## src/hdl/rco_pkg.sv

```systemverilog
// Package for the reference clock output block: register map, fields, reset values.
`default_nettype none
package rco_pkg;
	localparam int unsigned ADDR_W       = 10;
	localparam int unsigned DATA_W       = 8;
	localparam int unsigned SRC_COUNT    = 12;
	localparam int unsigned SRC_W        = 4;
	localparam int unsigned DIV_W        = 3;
	localparam int unsigned DUTY_W       = 2;
	localparam int unsigned PHASE_W      = 8;
	localparam int unsigned THR_W        = 9;

	localparam logic [ADDR_W-1:0] CONTROL_ADDR = 10'h039;
	localparam logic [ADDR_W-1:0] SOURCE_ADDR  = 10'h03A;

	localparam logic [SRC_W-1:0]  SRC_SYS_OSC  = 4'h0;
	localparam logic [SRC_W-1:0]  SRC_LAST     = 4'hB;
	localparam logic [SRC_W-1:0]  SOURCE_RESET = 4'h0;

	localparam logic [DIV_W-1:0]  DIV_BYPASS   = 3'h0;
	localparam logic [DIV_W-1:0]  DIV_RESET    = 3'h0;
	localparam logic [DUTY_W-1:0] DUTY_OFF     = 2'h0;
	localparam logic [DUTY_W-1:0] DUTY_RESET   = 2'h2;
	localparam logic [DIV_W-1:0]  DIV_ONE      = 3'h1;
	localparam logic [PHASE_W-1:0] PHASE_ZERO  = 8'h00;
	localparam logic [PHASE_W-1:0] PHASE_ONE   = 8'h01;
	localparam logic [THR_W-1:0]  THR_ONE      = 9'h001;
	// Writable control bits: enable, duty and divider; bits 6:5 stay zero
	localparam logic [DATA_W-1:0] CTRL_WR_MASK = 8'h9F;

	// Control register layout: enable at bit 7, duty at 4:3, divider at 2:0
	typedef struct packed {
		logic              en;
		logic [1:0]        unused;
		logic [DUTY_W-1:0] duty_sel;
		logic [DIV_W-1:0]  div;
	} rco_ctrl_type;

	localparam rco_ctrl_type CTRL_RESET = '{en: 1'b0, unused: 2'b00,
		duty_sel: DUTY_RESET, div: DIV_RESET};

	typedef struct packed {
		logic [ADDR_W-1:0] addr;
		logic [DATA_W-1:0] wdata;
		logic              wr;
		logic              rd;
	} rco_bus_type;

	typedef enum logic [1:0] {
		RCO_IDLE  = 2'b00,
		RCO_ARMED = 2'b01,
		RCO_RUN   = 2'b11
	} rco_state_type;
endpackage
`default_nettype wire

```

## src/hdl/rco_refclk.sv

```systemverilog
// Reference clock output generator with its register port.
`default_nettype none
module rco_refclk
	import rco_pkg::*;
#(
	parameter int unsigned SOURCES = rco_pkg::SRC_COUNT
)
(
	input  wire logic                     clk,
	input  wire logic                     arst_n,
	input  wire rco_pkg::rco_bus_type     bus,
	output var  logic [rco_pkg::DATA_W-1:0] rdata,
	input  wire logic [SOURCES-1:0]       src_in,
	input  wire logic                     sleep,
	output var  logic                     ref_clock_out,
	output var  logic                     ref_clock_int
);
	import rco_pkg::*;

	////////////////////////////////////////////////////////////////////////////////
	// Registers

	rco_ctrl_type      ctrl;
	logic [SRC_W-1:0]  source_sel;
	rco_state_type     state;
	rco_state_type     next_state;
	logic              src_prev;
	logic [PHASE_W-1:0] phase;
	logic [PHASE_W-1:0] next_phase;
	logic              next_out;
	logic [DATA_W-1:0] next_rdata;

	// Half-cycles of the source in one divided period, minus one
	function automatic logic [PHASE_W-1:0] period_last(input logic [DIV_W-1:0] d);
		logic [THR_W-1:0] halves;
		halves = THR_ONE << d;
		halves = halves << 1;
		period_last = PHASE_W'(halves - THR_ONE);
	endfunction

	// Half-cycles spent high: duty quarters of the period
	function automatic logic [THR_W-1:0] high_halves(input logic [DIV_W-1:0] d,
			input logic [DUTY_W-1:0] q);
		logic [THR_W-1:0] base;
		base = THR_W'(q);
		high_halves = base << (d - DIV_ONE);
	endfunction

	////////////////////////////////////////////////////////////////////////////////
	// Register port decode

	wire hit_ctrl   = bus.addr == CONTROL_ADDR;
	wire hit_source = bus.addr == SOURCE_ADDR;
	wire wr_ctrl    = bus.wr & hit_ctrl;
	wire wr_source  = bus.wr & hit_source;

	// Unmapped addresses read as zero
	assign next_rdata = !bus.rd ? '0 :
		hit_ctrl ? DATA_W'(ctrl) :
		hit_source ? DATA_W'(source_sel) : '0;

	always_ff @(posedge clk or negedge arst_n)
	begin
		if (!arst_n)
		begin
			ctrl       <= CTRL_RESET;
			source_sel <= SOURCE_RESET;
			rdata      <= '0;
		end
		else
		begin
			if (wr_ctrl)
				ctrl <= rco_ctrl_type'(bus.wdata & CTRL_WR_MASK);
			if (wr_source)
				source_sel <= bus.wdata[SRC_W-1:0];
			rdata <= next_rdata;
		end
	end

	////////////////////////////////////////////////////////////////////////////////
	// Source selection and edge detection

	// Reserved codes give a source that never moves
	wire src_valid = (source_sel <= SRC_LAST) && (32'(source_sel) < SOURCES);
	wire src_now   = src_valid ? src_in[source_sel] : 1'b0;
	wire src_rise  = src_now & ~src_prev;
	wire src_turn  = src_now ^ src_prev;

	// The system oscillator is gone in sleep; other sources keep running
	wire halted    = sleep && (source_sel == SRC_SYS_OSC);

	wire bypass    = ctrl.div == DIV_BYPASS;
	wire [PHASE_W-1:0] last_phase = period_last(ctrl.div);
	wire [THR_W-1:0]   threshold  = high_halves(ctrl.div, ctrl.duty_sel);

	////////////////////////////////////////////////////////////////////////////////
	// Generator sequencing

	always_comb
	begin
		next_state = state;
		next_phase = phase;
		case (state)
			RCO_IDLE:
			begin
				if (ctrl.en)
					next_state = RCO_ARMED;
			end
			RCO_ARMED:
			begin
				// Wait for a rising edge so the first pulse is whole
				if (src_rise && !halted)
				begin
					next_state = RCO_RUN;
					next_phase = PHASE_ZERO;
				end
			end
			RCO_RUN:
			begin
				if (src_turn && !halted)
					next_phase = (phase >= last_phase) ? PHASE_ZERO : phase + PHASE_ONE;
			end
			default:
				next_state = RCO_IDLE;
		endcase
		if (!ctrl.en)
		begin
			next_state = RCO_IDLE;
			next_phase = PHASE_ZERO;
		end
	end

	// Settings changed mid-run take effect at once and may glitch the output
	assign next_out = (next_state == RCO_RUN) && !halted &&
		(bypass ? (ctrl.duty_sel != DUTY_OFF) && src_now
		        : (THR_W'(next_phase) < threshold));

	always_ff @(posedge clk or negedge arst_n)
	begin
		if (!arst_n)
		begin
			state         <= RCO_IDLE;
			phase         <= PHASE_ZERO;
			src_prev      <= 1'b0;
			ref_clock_out <= 1'b0;
			ref_clock_int <= 1'b0;
		end
		else
		begin
			state         <= next_state;
			phase         <= next_phase;
			src_prev      <= src_now;
			ref_clock_out <= next_out;
			ref_clock_int <= next_out;
		end
	end

	////////////////////////////////////////////////////////////////////////////////
	// Checks

	stop_at_once_a: assert property (@(posedge clk) disable iff (!arst_n)
		!ctrl.en |=> !ref_clock_out)
		else $error("output high after disable");

	clean_start_a: assert property (@(posedge clk) disable iff (!arst_n)
		$rose(ref_clock_out) && $past(state) != RCO_RUN |-> $past(src_rise))
		else $error("output started away from a source rising edge");

	both_outputs_a: assert property (@(posedge clk) disable iff (!arst_n)
		ref_clock_out == ref_clock_int)
		else $error("pin and internal clock differ");

	zero_duty_low_a: assert property (@(posedge clk) disable iff (!arst_n)
		ctrl.duty_sel == DUTY_OFF ##1 ctrl.duty_sel == DUTY_OFF |-> !ref_clock_out)
		else $error("output high with zero duty");

	sleep_stop_a: assert property (@(posedge clk) disable iff (!arst_n)
		halted |=> !ref_clock_out)
		else $error("output running in sleep on system oscillator");

	phase_bound_a: assert property (@(posedge clk) disable iff (!arst_n)
		state == RCO_RUN && $stable(ctrl) |-> phase <= last_phase)
		else $error("phase beyond divided period");

	bypass_follow_a: assert property (@(posedge clk) disable iff (!arst_n)
		state == RCO_RUN && bypass && ctrl.duty_sel != DUTY_OFF && ctrl.en && !halted
		|=> ref_clock_out == $past(src_now) || !ctrl.en || $past(sleep))
		else $error("undivided output does not follow source");

	source_write_a: assert property (@(posedge clk) disable iff (!arst_n)
		wr_source |=> source_sel == $past(bus.wdata[SRC_W-1:0]))
		else $error("source select not written");

	quarter_high_a: assert property (@(posedge clk) disable iff (!arst_n)
		state == RCO_RUN && !bypass && phase == PHASE_ZERO && !halted
		&& ctrl.duty_sel != DUTY_OFF && $stable(state) |-> ref_clock_out)
		else $error("divided period does not open high");

	////////////////////////////////////////////////////////////////////////////////
	// Register port checks

	ctrl_write_a: assert property (@(posedge clk) disable iff (!arst_n)
		wr_ctrl |=> ctrl == rco_ctrl_type'($past(bus.wdata) & CTRL_WR_MASK))
		else $error("control register not written");

	ctrl_read_a: assert property (@(posedge clk) disable iff (!arst_n)
		bus.rd && hit_ctrl |=> rdata == DATA_W'($past(ctrl)))
		else $error("control read data wrong");

	source_read_a: assert property (@(posedge clk) disable iff (!arst_n)
		bus.rd && hit_source |=> rdata == DATA_W'($past(source_sel)))
		else $error("source read data wrong");

	unmapped_read_a: assert property (@(posedge clk) disable iff (!arst_n)
		bus.rd && !hit_ctrl && !hit_source |=> rdata == '0)
		else $error("unmapped read not zero");

	read_idle_a: assert property (@(posedge clk) disable iff (!arst_n)
		!bus.rd |=> rdata == '0)
		else $error("read data without a read");

	unused_bits_a: assert property (@(posedge clk) disable iff (!arst_n)
		ctrl.unused == '0)
		else $error("unused control bits set");

	////////////////////////////////////////////////////////////////////////////////
	// Sequencing checks

	legal_state_a: assert property (@(posedge clk) disable iff (!arst_n)
		state inside {RCO_IDLE, RCO_ARMED, RCO_RUN})
		else $error("generator state illegal");

	arm_on_enable_a: assert property (@(posedge clk) disable iff (!arst_n)
		state == RCO_IDLE && ctrl.en |=> state == RCO_ARMED)
		else $error("enable did not arm the generator");

	idle_on_disable_a: assert property (@(posedge clk) disable iff (!arst_n)
		!ctrl.en |=> state == RCO_IDLE)
		else $error("disable did not idle the generator");

	run_needs_en_a: assert property (@(posedge clk) disable iff (!arst_n)
		state == RCO_RUN |-> $past(ctrl.en))
		else $error("running without enable");

	idle_phase_a: assert property (@(posedge clk) disable iff (!arst_n)
		state == RCO_IDLE |-> phase == PHASE_ZERO)
		else $error("phase not cleared while idle");

	quiet_unless_run_a: assert property (@(posedge clk) disable iff (!arst_n)
		state != RCO_RUN |-> !ref_clock_out)
		else $error("output high before the generator runs");

	armed_wait_a: assert property (@(posedge clk) disable iff (!arst_n)
		state == RCO_ARMED && !src_rise && ctrl.en |=> state == RCO_ARMED)
		else $error("started without a source rising edge");

	start_phase_a: assert property (@(posedge clk) disable iff (!arst_n)
		state == RCO_ARMED && src_rise && !halted && ctrl.en
		|=> state == RCO_RUN && phase == PHASE_ZERO)
		else $error("start not at phase zero");

	////////////////////////////////////////////////////////////////////////////////
	// Source, divider and duty checks

	reserved_quiet_a: assert property (@(posedge clk) disable iff (!arst_n)
		!src_valid |-> !src_now)
		else $error("reserved source code moves");

	divided_wrap_a: assert property (@(posedge clk) disable iff (!arst_n)
		state == RCO_RUN && !bypass && phase >= last_phase && src_turn && !halted
		&& ctrl.en |=> phase == PHASE_ZERO)
		else $error("divided period did not wrap");

	high_end_a: assert property (@(posedge clk) disable iff (!arst_n)
		state == RCO_RUN && !bypass && THR_W'(phase) >= threshold
		&& $stable(ctrl) && $stable(state) |-> !ref_clock_out)
		else $error("output high past its quarters");

	bypass_zero_a: assert property (@(posedge clk) disable iff (!arst_n)
		bypass && ctrl.duty_sel == DUTY_OFF |=> !ref_clock_out)
		else $error("undivided zero duty not low");

	////////////////////////////////////////////////////////////////////////////////
	// Sleep checks

	sleep_freeze_a: assert property (@(posedge clk) disable iff (!arst_n)
		state == RCO_RUN && halted && ctrl.en |=> phase == $past(phase))
		else $error("phase moved while oscillator halted");

	sleep_hold_arm_a: assert property (@(posedge clk) disable iff (!arst_n)
		state == RCO_ARMED && halted && ctrl.en |=> state == RCO_ARMED)
		else $error("started while oscillator halted");

	sleep_keeps_a: assert property (@(posedge clk) disable iff (!arst_n)
		state == RCO_RUN && sleep && !halted && ctrl.en |=> state == RCO_RUN)
		else $error("other source stopped in sleep");
endmodule
`default_nettype wire

```

## config.mk

```make
export PLATFORM = sky130hd
export DESIGN_NAME = rco_refclk
export DESIGN_NICKNAME = d
export VERILOG_FILES = /design/src/hdl/rco_pkg.sv /design/src/hdl/rco_refclk.sv
export SDC_FILE = /design/constraint.sdc
export NUM_CORES = 1
export LEC_CHECK = 0
export BUFFER_PORTS_ARGS = -buffer_cell sky130_fd_sc_hd__clkbuf_2
export CAP_MARGIN = 20
export CORE_ASPECT_RATIO = 0.8
export CORE_MARGIN = 8
export CORE_UTILIZATION = 50
export DETAILED_ROUTE_END_ITERATION = 8
export PLACE_DENSITY = 0.87
export SYNTH_ARGS = -nofsm -noshare
export SYNTH_HDL_FRONTEND = slang
export SYNTH_SLANG_ARGS = --single-unit
```

## constraint.sdc

```tcl
create_clock -name clk -period 3.5 [get_ports clk]
set_input_delay 0.35 -clock clk [delete_from_list [all_inputs] [get_ports clk]]
set_output_delay 0.35 -clock clk [all_outputs]
set_load 0.05 [all_outputs]
```

== Word-level counts from Yosys, hierarchy flattened ==
Cells that the tools add are included.

* Input bits: 35
* Register bits after elaboration: 30
* Output and inout bits: 10
* Word-level logic and storage cells: 56

* Reductions and logical operators: 12
* Equal/unequal tests: 5
* $lt $le $gt $ge: 5
* Bitwise operators: 5
* Multiplexer cells: 15
* Shift operators: 2
* Add/subtract/negate cells: 3

{| class="wikitable"
|+ Operators by type and width
! operator !! number
|-
| $mux W8 || 6
|-
| $eq A10 B6 Y1 const B || 2
|-
| $pmux W8 S2 || 1
|-
| $lt A8 B9 Y1 || 1
|-
| $shl A2 B3 Y9 || 1
|-
| $add A8 B1 Y8 const B || 1
|-
| $ge A8 B8 Y1 || 1
|-
| $sub A8 B1 Y8 const B || 1
|-
| $logic_and A1 B1 Y1 || 7
|-
| $shl A1 B3 Y7 const A || 1
|-
| $pmux W2 S3 || 1
|-
| $lt A4 B5 Y1 const B || 1
|-
| $bmux W1 S4 || 1
|-
| $eq A2 B2 Y1 const B || 2
|-
| $le A4 B4 Y1 const B || 1
|-
| $logic_not A4 Y1 || 1
|-
| $lt A4 B4 Y1 const B || 1
|-
| $mux W2 || 2
|-
| $mux W4 || 1
|-
| $and A1 B1 Y1 || 3
|-
| $logic_not A3 Y1 || 1
|-
| $mux W1 || 3
|-
| $sub A3 B1 Y3 const B || 1
|-
| $eq A2 B1 Y1 const B || 1
|-
| other kinds (5) || 5
|}

== Longest topological paths before layout ==
* Depth in word-level cells: 11
* Depth in mapped cells: 19
* Gate-level depth less buffers: 18

== Worst setup path before layout ==
OpenSTA, ideal clock, no wires.

* Path type: reg-to-reg
* Start: register ctrl[0] (netlist name)
* End: register ref_clock_int
* Data required time: 3427 ps
* Path buffers: 1
* Clock period less this slack: 3796 ps
* Library setup time: 73 ps
* Stages on the path, launching flop included: 19
* Arrival time: 3723 ps
* Slack: -296 ps
* Path through: dfrtp_1 > buf_6 > inv_1 > ha_1 > nand2b_1 > ha_1 > xor2_1 > a21oi_1 > ha_1 > a21oi_1 > o21ai_0 > a21oi_1 > o22ai_1 > a21oi_1 > ha_1 > a2111oi_0 > a211oi_1 > nor3b_1 > a21boi_2

* Cells in the longest elaborated chain, start to end: 10
* Elaborated cells between the ends (all ways): 13
* Those cells by class: add/sub (2); order compare (2); shift (2); mux (5); reduce/logical (2)

{| class="wikitable"
|+ RTL lines
! element !! RTL line !! source
|-
| from (decl) || rco_refclk.sv:23 || <nowiki>rco_ctrl_type ctrl;</nowiki>
|-
| from (signal assigned) || rco_refclk.sv:73 || <nowiki>ctrl <= rco_ctrl_type'(bus.wdata & CTRL_WR_MASK);</nowiki>
|-
| $shl A1 B3 Y7 || rco_refclk.sv:36 || <nowiki>halves = THR_ONE << d;</nowiki>
|-
| $sub A8 B1 Y8 || rco_refclk.sv:38 || <nowiki>period_last = PHASE_W'(halves - THR_ONE);</nowiki>
|-
| $ge A8 B8 Y1 || rco_refclk.sv:121 || <nowiki>next_phase = (phase >= last_phase) ? PHASE_ZERO : phase + PHASE_ONE;</nowiki>
|-
| $mux W8 || rco_refclk.sv:121 ||
|-
| $mux W8 || rco_refclk.sv:120 || <nowiki>if (src_turn && !halted)</nowiki>
|-
| $pmux W8 S2 || rco_refclk.sv:103 || <nowiki>case (state)</nowiki>
|-
| $mux W8 || rco_refclk.sv:126 || <nowiki>if (!ctrl.en)</nowiki>
|-
| net next_phase[5] || rco_refclk.sv:29 || <nowiki>logic [PHASE_W-1:0] next_phase;</nowiki>
|-
| $lt A8 B9 Y1 || rco_refclk.sv:136 || <nowiki>: (THR_W'(next_phase) < threshold));</nowiki>
|-
| $mux W1 || rco_refclk.sv:135 || <nowiki>(bypass ? (ctrl.duty_sel != DUTY_OFF) && src_now</nowiki>
|-
| $logic_and A1 B1 Y1 || rco_refclk.sv:134 || <nowiki>assign next_out = (next_state == RCO_RUN) && !halted &&</nowiki>
|-
| net next_out || rco_refclk.sv:30 || <nowiki>logic next_out;</nowiki>
|-
| to (signal assigned) || rco_refclk.sv:154 || <nowiki>ref_clock_int <= next_out;</nowiki>
|-
| to (decl) || rco_refclk.sv:16 || <nowiki>output var logic ref_clock_int</nowiki>
|}

The timed path passes the listed nets, and every way through them passes these cells.
A chain may end at the register's enable or synchronous reset.

== Worst setup path after layout ==
* Start: register source_sel[1]
* End: register ref_clock_int

* Cells in the longest elaborated chain, start to end: 11
* Elaborated cells between the ends (all ways): 26
* Those cells by class: order compare (3); eq/ne (1); mux (11); bitwise (2); reduce/logical (9)

{| class="wikitable"
|+ RTL lines
! element !! RTL line !! source
|-
| from (decl) || rco_refclk.sv:24 || <nowiki>logic [SRC_W-1:0] source_sel;</nowiki>
|-
| from (signal assigned) || rco_refclk.sv:75 || <nowiki>source_sel <= bus.wdata[SRC_W-1:0];</nowiki>
|-
| $bmux W1 S4, or another cell as far along || rco_refclk.sv:85 || <nowiki>wire src_now = src_valid ? src_in[source_sel] : 1'b0;</nowiki>
|-
| $mux W1 (not written as such) or $logic_and A1 B1 Y1 (tied branches) || rco_refclk.sv:85, rco_refclk.sv:84 ||
|-
| $mux W1 * || rco_refclk.sv:85 ||
|-
| net src_now || rco_refclk.sv:85 ||
|-
| $xor A1 B1 Y1 or $and A1 B1 Y1 (tied branches) || rco_refclk.sv:87, rco_refclk.sv:86 ||
|-
| $logic_and A1 B1 Y1 (on tied branches) || rco_refclk.sv:120, rco_refclk.sv:112 ||
|-
| $mux W8 (on tied branches) || rco_refclk.sv:120, rco_refclk.sv:112 ||
|-
| $pmux W8 S2 * || rco_refclk.sv:103 ||
|-
| $mux W8 * || rco_refclk.sv:126 ||
|-
| net next_phase[5] || rco_refclk.sv:29 ||
|-
| $lt A8 B9 Y1 * || rco_refclk.sv:136 ||
|-
| $mux W1 * || rco_refclk.sv:135 ||
|-
| $logic_and A1 B1 Y1 * || rco_refclk.sv:134 ||
|-
| net next_out || rco_refclk.sv:30 ||
|}

The timed path passes the listed nets; every way through them passes the cells marked *. The select of a mux whose other input is x is not followed.

==> out/results.tsv <==
metric	value	unit
Starting Density	51.0	%
highest clock rate	279	MHz
Hold Path Class	in -> async	
Avg Vias per Cell	6.05	
Tcrit/Tclk final	102	%
CTS tree	yes	
Layout area overhead	36.9	%
Yosys reg bits	28	
Tmin final	3580	ps
yosys synthesis warning count	0	
WS Path Type	reg -> reg	
layout cell share with drive strength beyond 1	48.9	%
routed len/inst	19.1	um
Num CTS Buffers	3	
Final Hold Viols	0	
die area	7010	um2
failing checks	negative setup slack	
Critical R2R Capture	ref_clock_int	
cells after synthesis	237	
register area share after synthesis	30.7	%
initial detailed-routing violation count	198	
num rows	22	
Max Root-Sink Buffers	2	
reg2reg setup slack	-80	ps
via count	2209	
Final HPWL DP	4920	um
Synth Flop Type	dfrtp_1	
Core Region	4490	um2
# Max-Cap Violations	0	
EDFF count, synth	0	
Worst Path Max Fanout	4	
post-synth top area cell	dfrtp_1	
H-tree depth	1	
R2R cell count	15	
CP required	3710	ps
grt ovf	0	
vias in the first global route	2317	
Top-Level Pins	45	
Async S/R FF share, synth	100	%
count of buffers from port buffering	40	
Inst Count DP	352	
RSZ-0062 raised after global routing	true	
power per cell area	198	nW/um2
cell area after synthesis	2290	um2
total power	0.622	mW
root buffer cell	clkbuf_8	
Final setup viols	1	
Skew-Pair Late Insertion Delay	280	ps
DP Worst Slack	-220	ps
Cell variety after synth	65	
Layout Skew	8.35	ps
final WL	6990	um
Synth top area share	29.5	%
Worst-path clk slew	100	ps
Die Span Y	76.5	um
FILL cells	302	
actual slew at the worst max-slew pin	724	ps
Leakage	1.42	nW
antenna viol nets, final	0	
RR Startpoint	source_sel[1]	
critical path arrival	3790	ps
initial antenna violation count	0	
Placer Congestion	0.950	
top cells by area, synth	dfrtp_1, ha_1, mux2_4	
final worst slack	-84.8	ps
layout net count	363	
drt pass-1 iters	4	
CP Capture Type	register	
startpoint types	register	
outcome	complete, but fails checks	
Final Slew Violations	0	
# DRC	0	
largest net degree at the start of global routing	29	
number of clock sinks	28	
Mapped Avg Cell Area	9.66	um2
Relative slew margins	51.8	%
number of cells in the finished layout apart from fillers	365	
ANT cells	0	
global-route usage over all layers	19.8	%
first-pass GRT wire length	11500	um
Die X	91.7	um
VDD IR-drop max	210	uV
==> power breakdown <==
group          switching [mW]  internal [mW]
sequential            0.00309          0.326
combinational          0.0604         0.0478
clock                   0.103         0.0818
total                   0.166          0.456
==> synth_stat cells (all sizes together) (2+ instances only) <==
cell	instances
mux2i	3
a31oi	5
nor2b	7
nor4	2
inv	13
a21boi	4
nor2	17
nand4	3
nor4b	4
nor3b	3
a21oi	16
dfrtp	27
a31o	2
a2111oi	3
and3	4
nand4b	2
ha	22
o21ai	5
clkbuf	2
a211o	2
nand3	5
o22ai	4
nand2	22
a21o	2
or3	2
mux4	2
nand2b	3
or2	2
buf	9
o2111ai	3
xnor2	3
mux2	10
nor3	2
a22oi	5
xor2	3
==> worst max path at each step <==
stage	start	slack, ps	to
final	source_sel[1]	-80	ref_clock_int
after global routing	ctrl[0]	-220	ref_clock_int
after CTS	ctrl[0]	-10	ref_clock_int
after detailed placement	ctrl[0]	-220	ref_clock_int
after global placement	src_in[8]	-170	ref_clock_int
after floorplan	ctrl[0]	20	ref_clock_int
==> timing repair <==
action	4_1_cts	5_1_grt
hold buffers	0	0
pin swaps	28	9
endpoints found under the setup margin	1	1
gates resized for setup	46	7
setup buffers	9	0
gates cloned	0	0
==> routing by layer <==
metal | up-vias | GRT usage, % | share of wire (%)
met3 | 22 | 2.66 | 6.4
li1 | 1009 | - | -
met2 | 89 | 33.0 | 49
met4 | 0 | 8.65 | 4.0
met1 | 1089 | 24.9 | 41
met5 | - | 0 | 0
==> flip-flops by register name, summed over array words and instances, names as in the netlist <==
name and flops:
phase 8, source_sel 4, src_prev 1, rdata 6, state 2, ctrl 6, ref_clock_int 1
==> worst max-delay path, cell delays in order (launching register included) <==
cell       delay [ps]
dfrtp_2           380
mux4_2            500
a2bb2oi_2         150
a22o_1            280
ha_4              300
nand4b_1          140
a21oi_2            60
buf_4             140
a31oi_1           190
o22ai_2           110
a21oi_2           250
ha_4              250
a2111oi_4         300
a211oi_2          120
nor3b_2           170
a21boi_2          170
==> cells by family after synthesis <==
family	share of synthesized area, %
AOI/OAI and AO/OA	18.4
DFF	30.7
xor gates and xnor gates	2.30
buffers and inverters	5.08
other	0.164
muxes	9.18
adders and majority gates	12.0
and+or+nand+nor	22.2
==> stage by stage <==
| stage | util [%] | cell area [um2] | setup TNS [ps] | hold WS, ps |
|---|---|---|---|---|
| final | 69.9 | 3130 | -84.8 | 107 |
| after global routing | 69.9 | 3130 | -221 | 179 |
| after CTS | 69.1 | 3100 | -14.0 | 135 |
| after detailed placement | 60.9 | 2730 | -220 | 443 |
| after global placement | 60.9 | 2730 | -165 | 432 |
| after floorplan | - | 2340 | 0 | 54.4 |
==> layout make-up <==
cell class | instances | area [um2] | share of cell area [%]
timing repair buffer | 74 | 479 | 15.3
inverter | 13 | 51.3 | 1.64
multi-input combinational | 186 | 1780 | 56.8
tap | 60 | 75.1 | 2.40
sequential | 28 | 704 | 22.5
clock buffer | 4 | 45.0 | 1.44
==> layout by cell type (no fill, tap or decap), drive strengths merged, types with 4 or more instances in the layout <==
cell	synthesis	final
clkbuf	2	44
buf	9	34
dfrtp	27	27
nand2	22	22
ha	22	22
nor2	17	17
a21oi	16	16
inv	13	13
mux2	10	10
nor2b	7	7
nand3	5	5
a31oi	5	5
a22oi	5	5
o21ai	5	5
a21boi	4	4
and3	4	4
o22ai	4	4
nor4b	4	4
(Power assumes the default switching activity.)
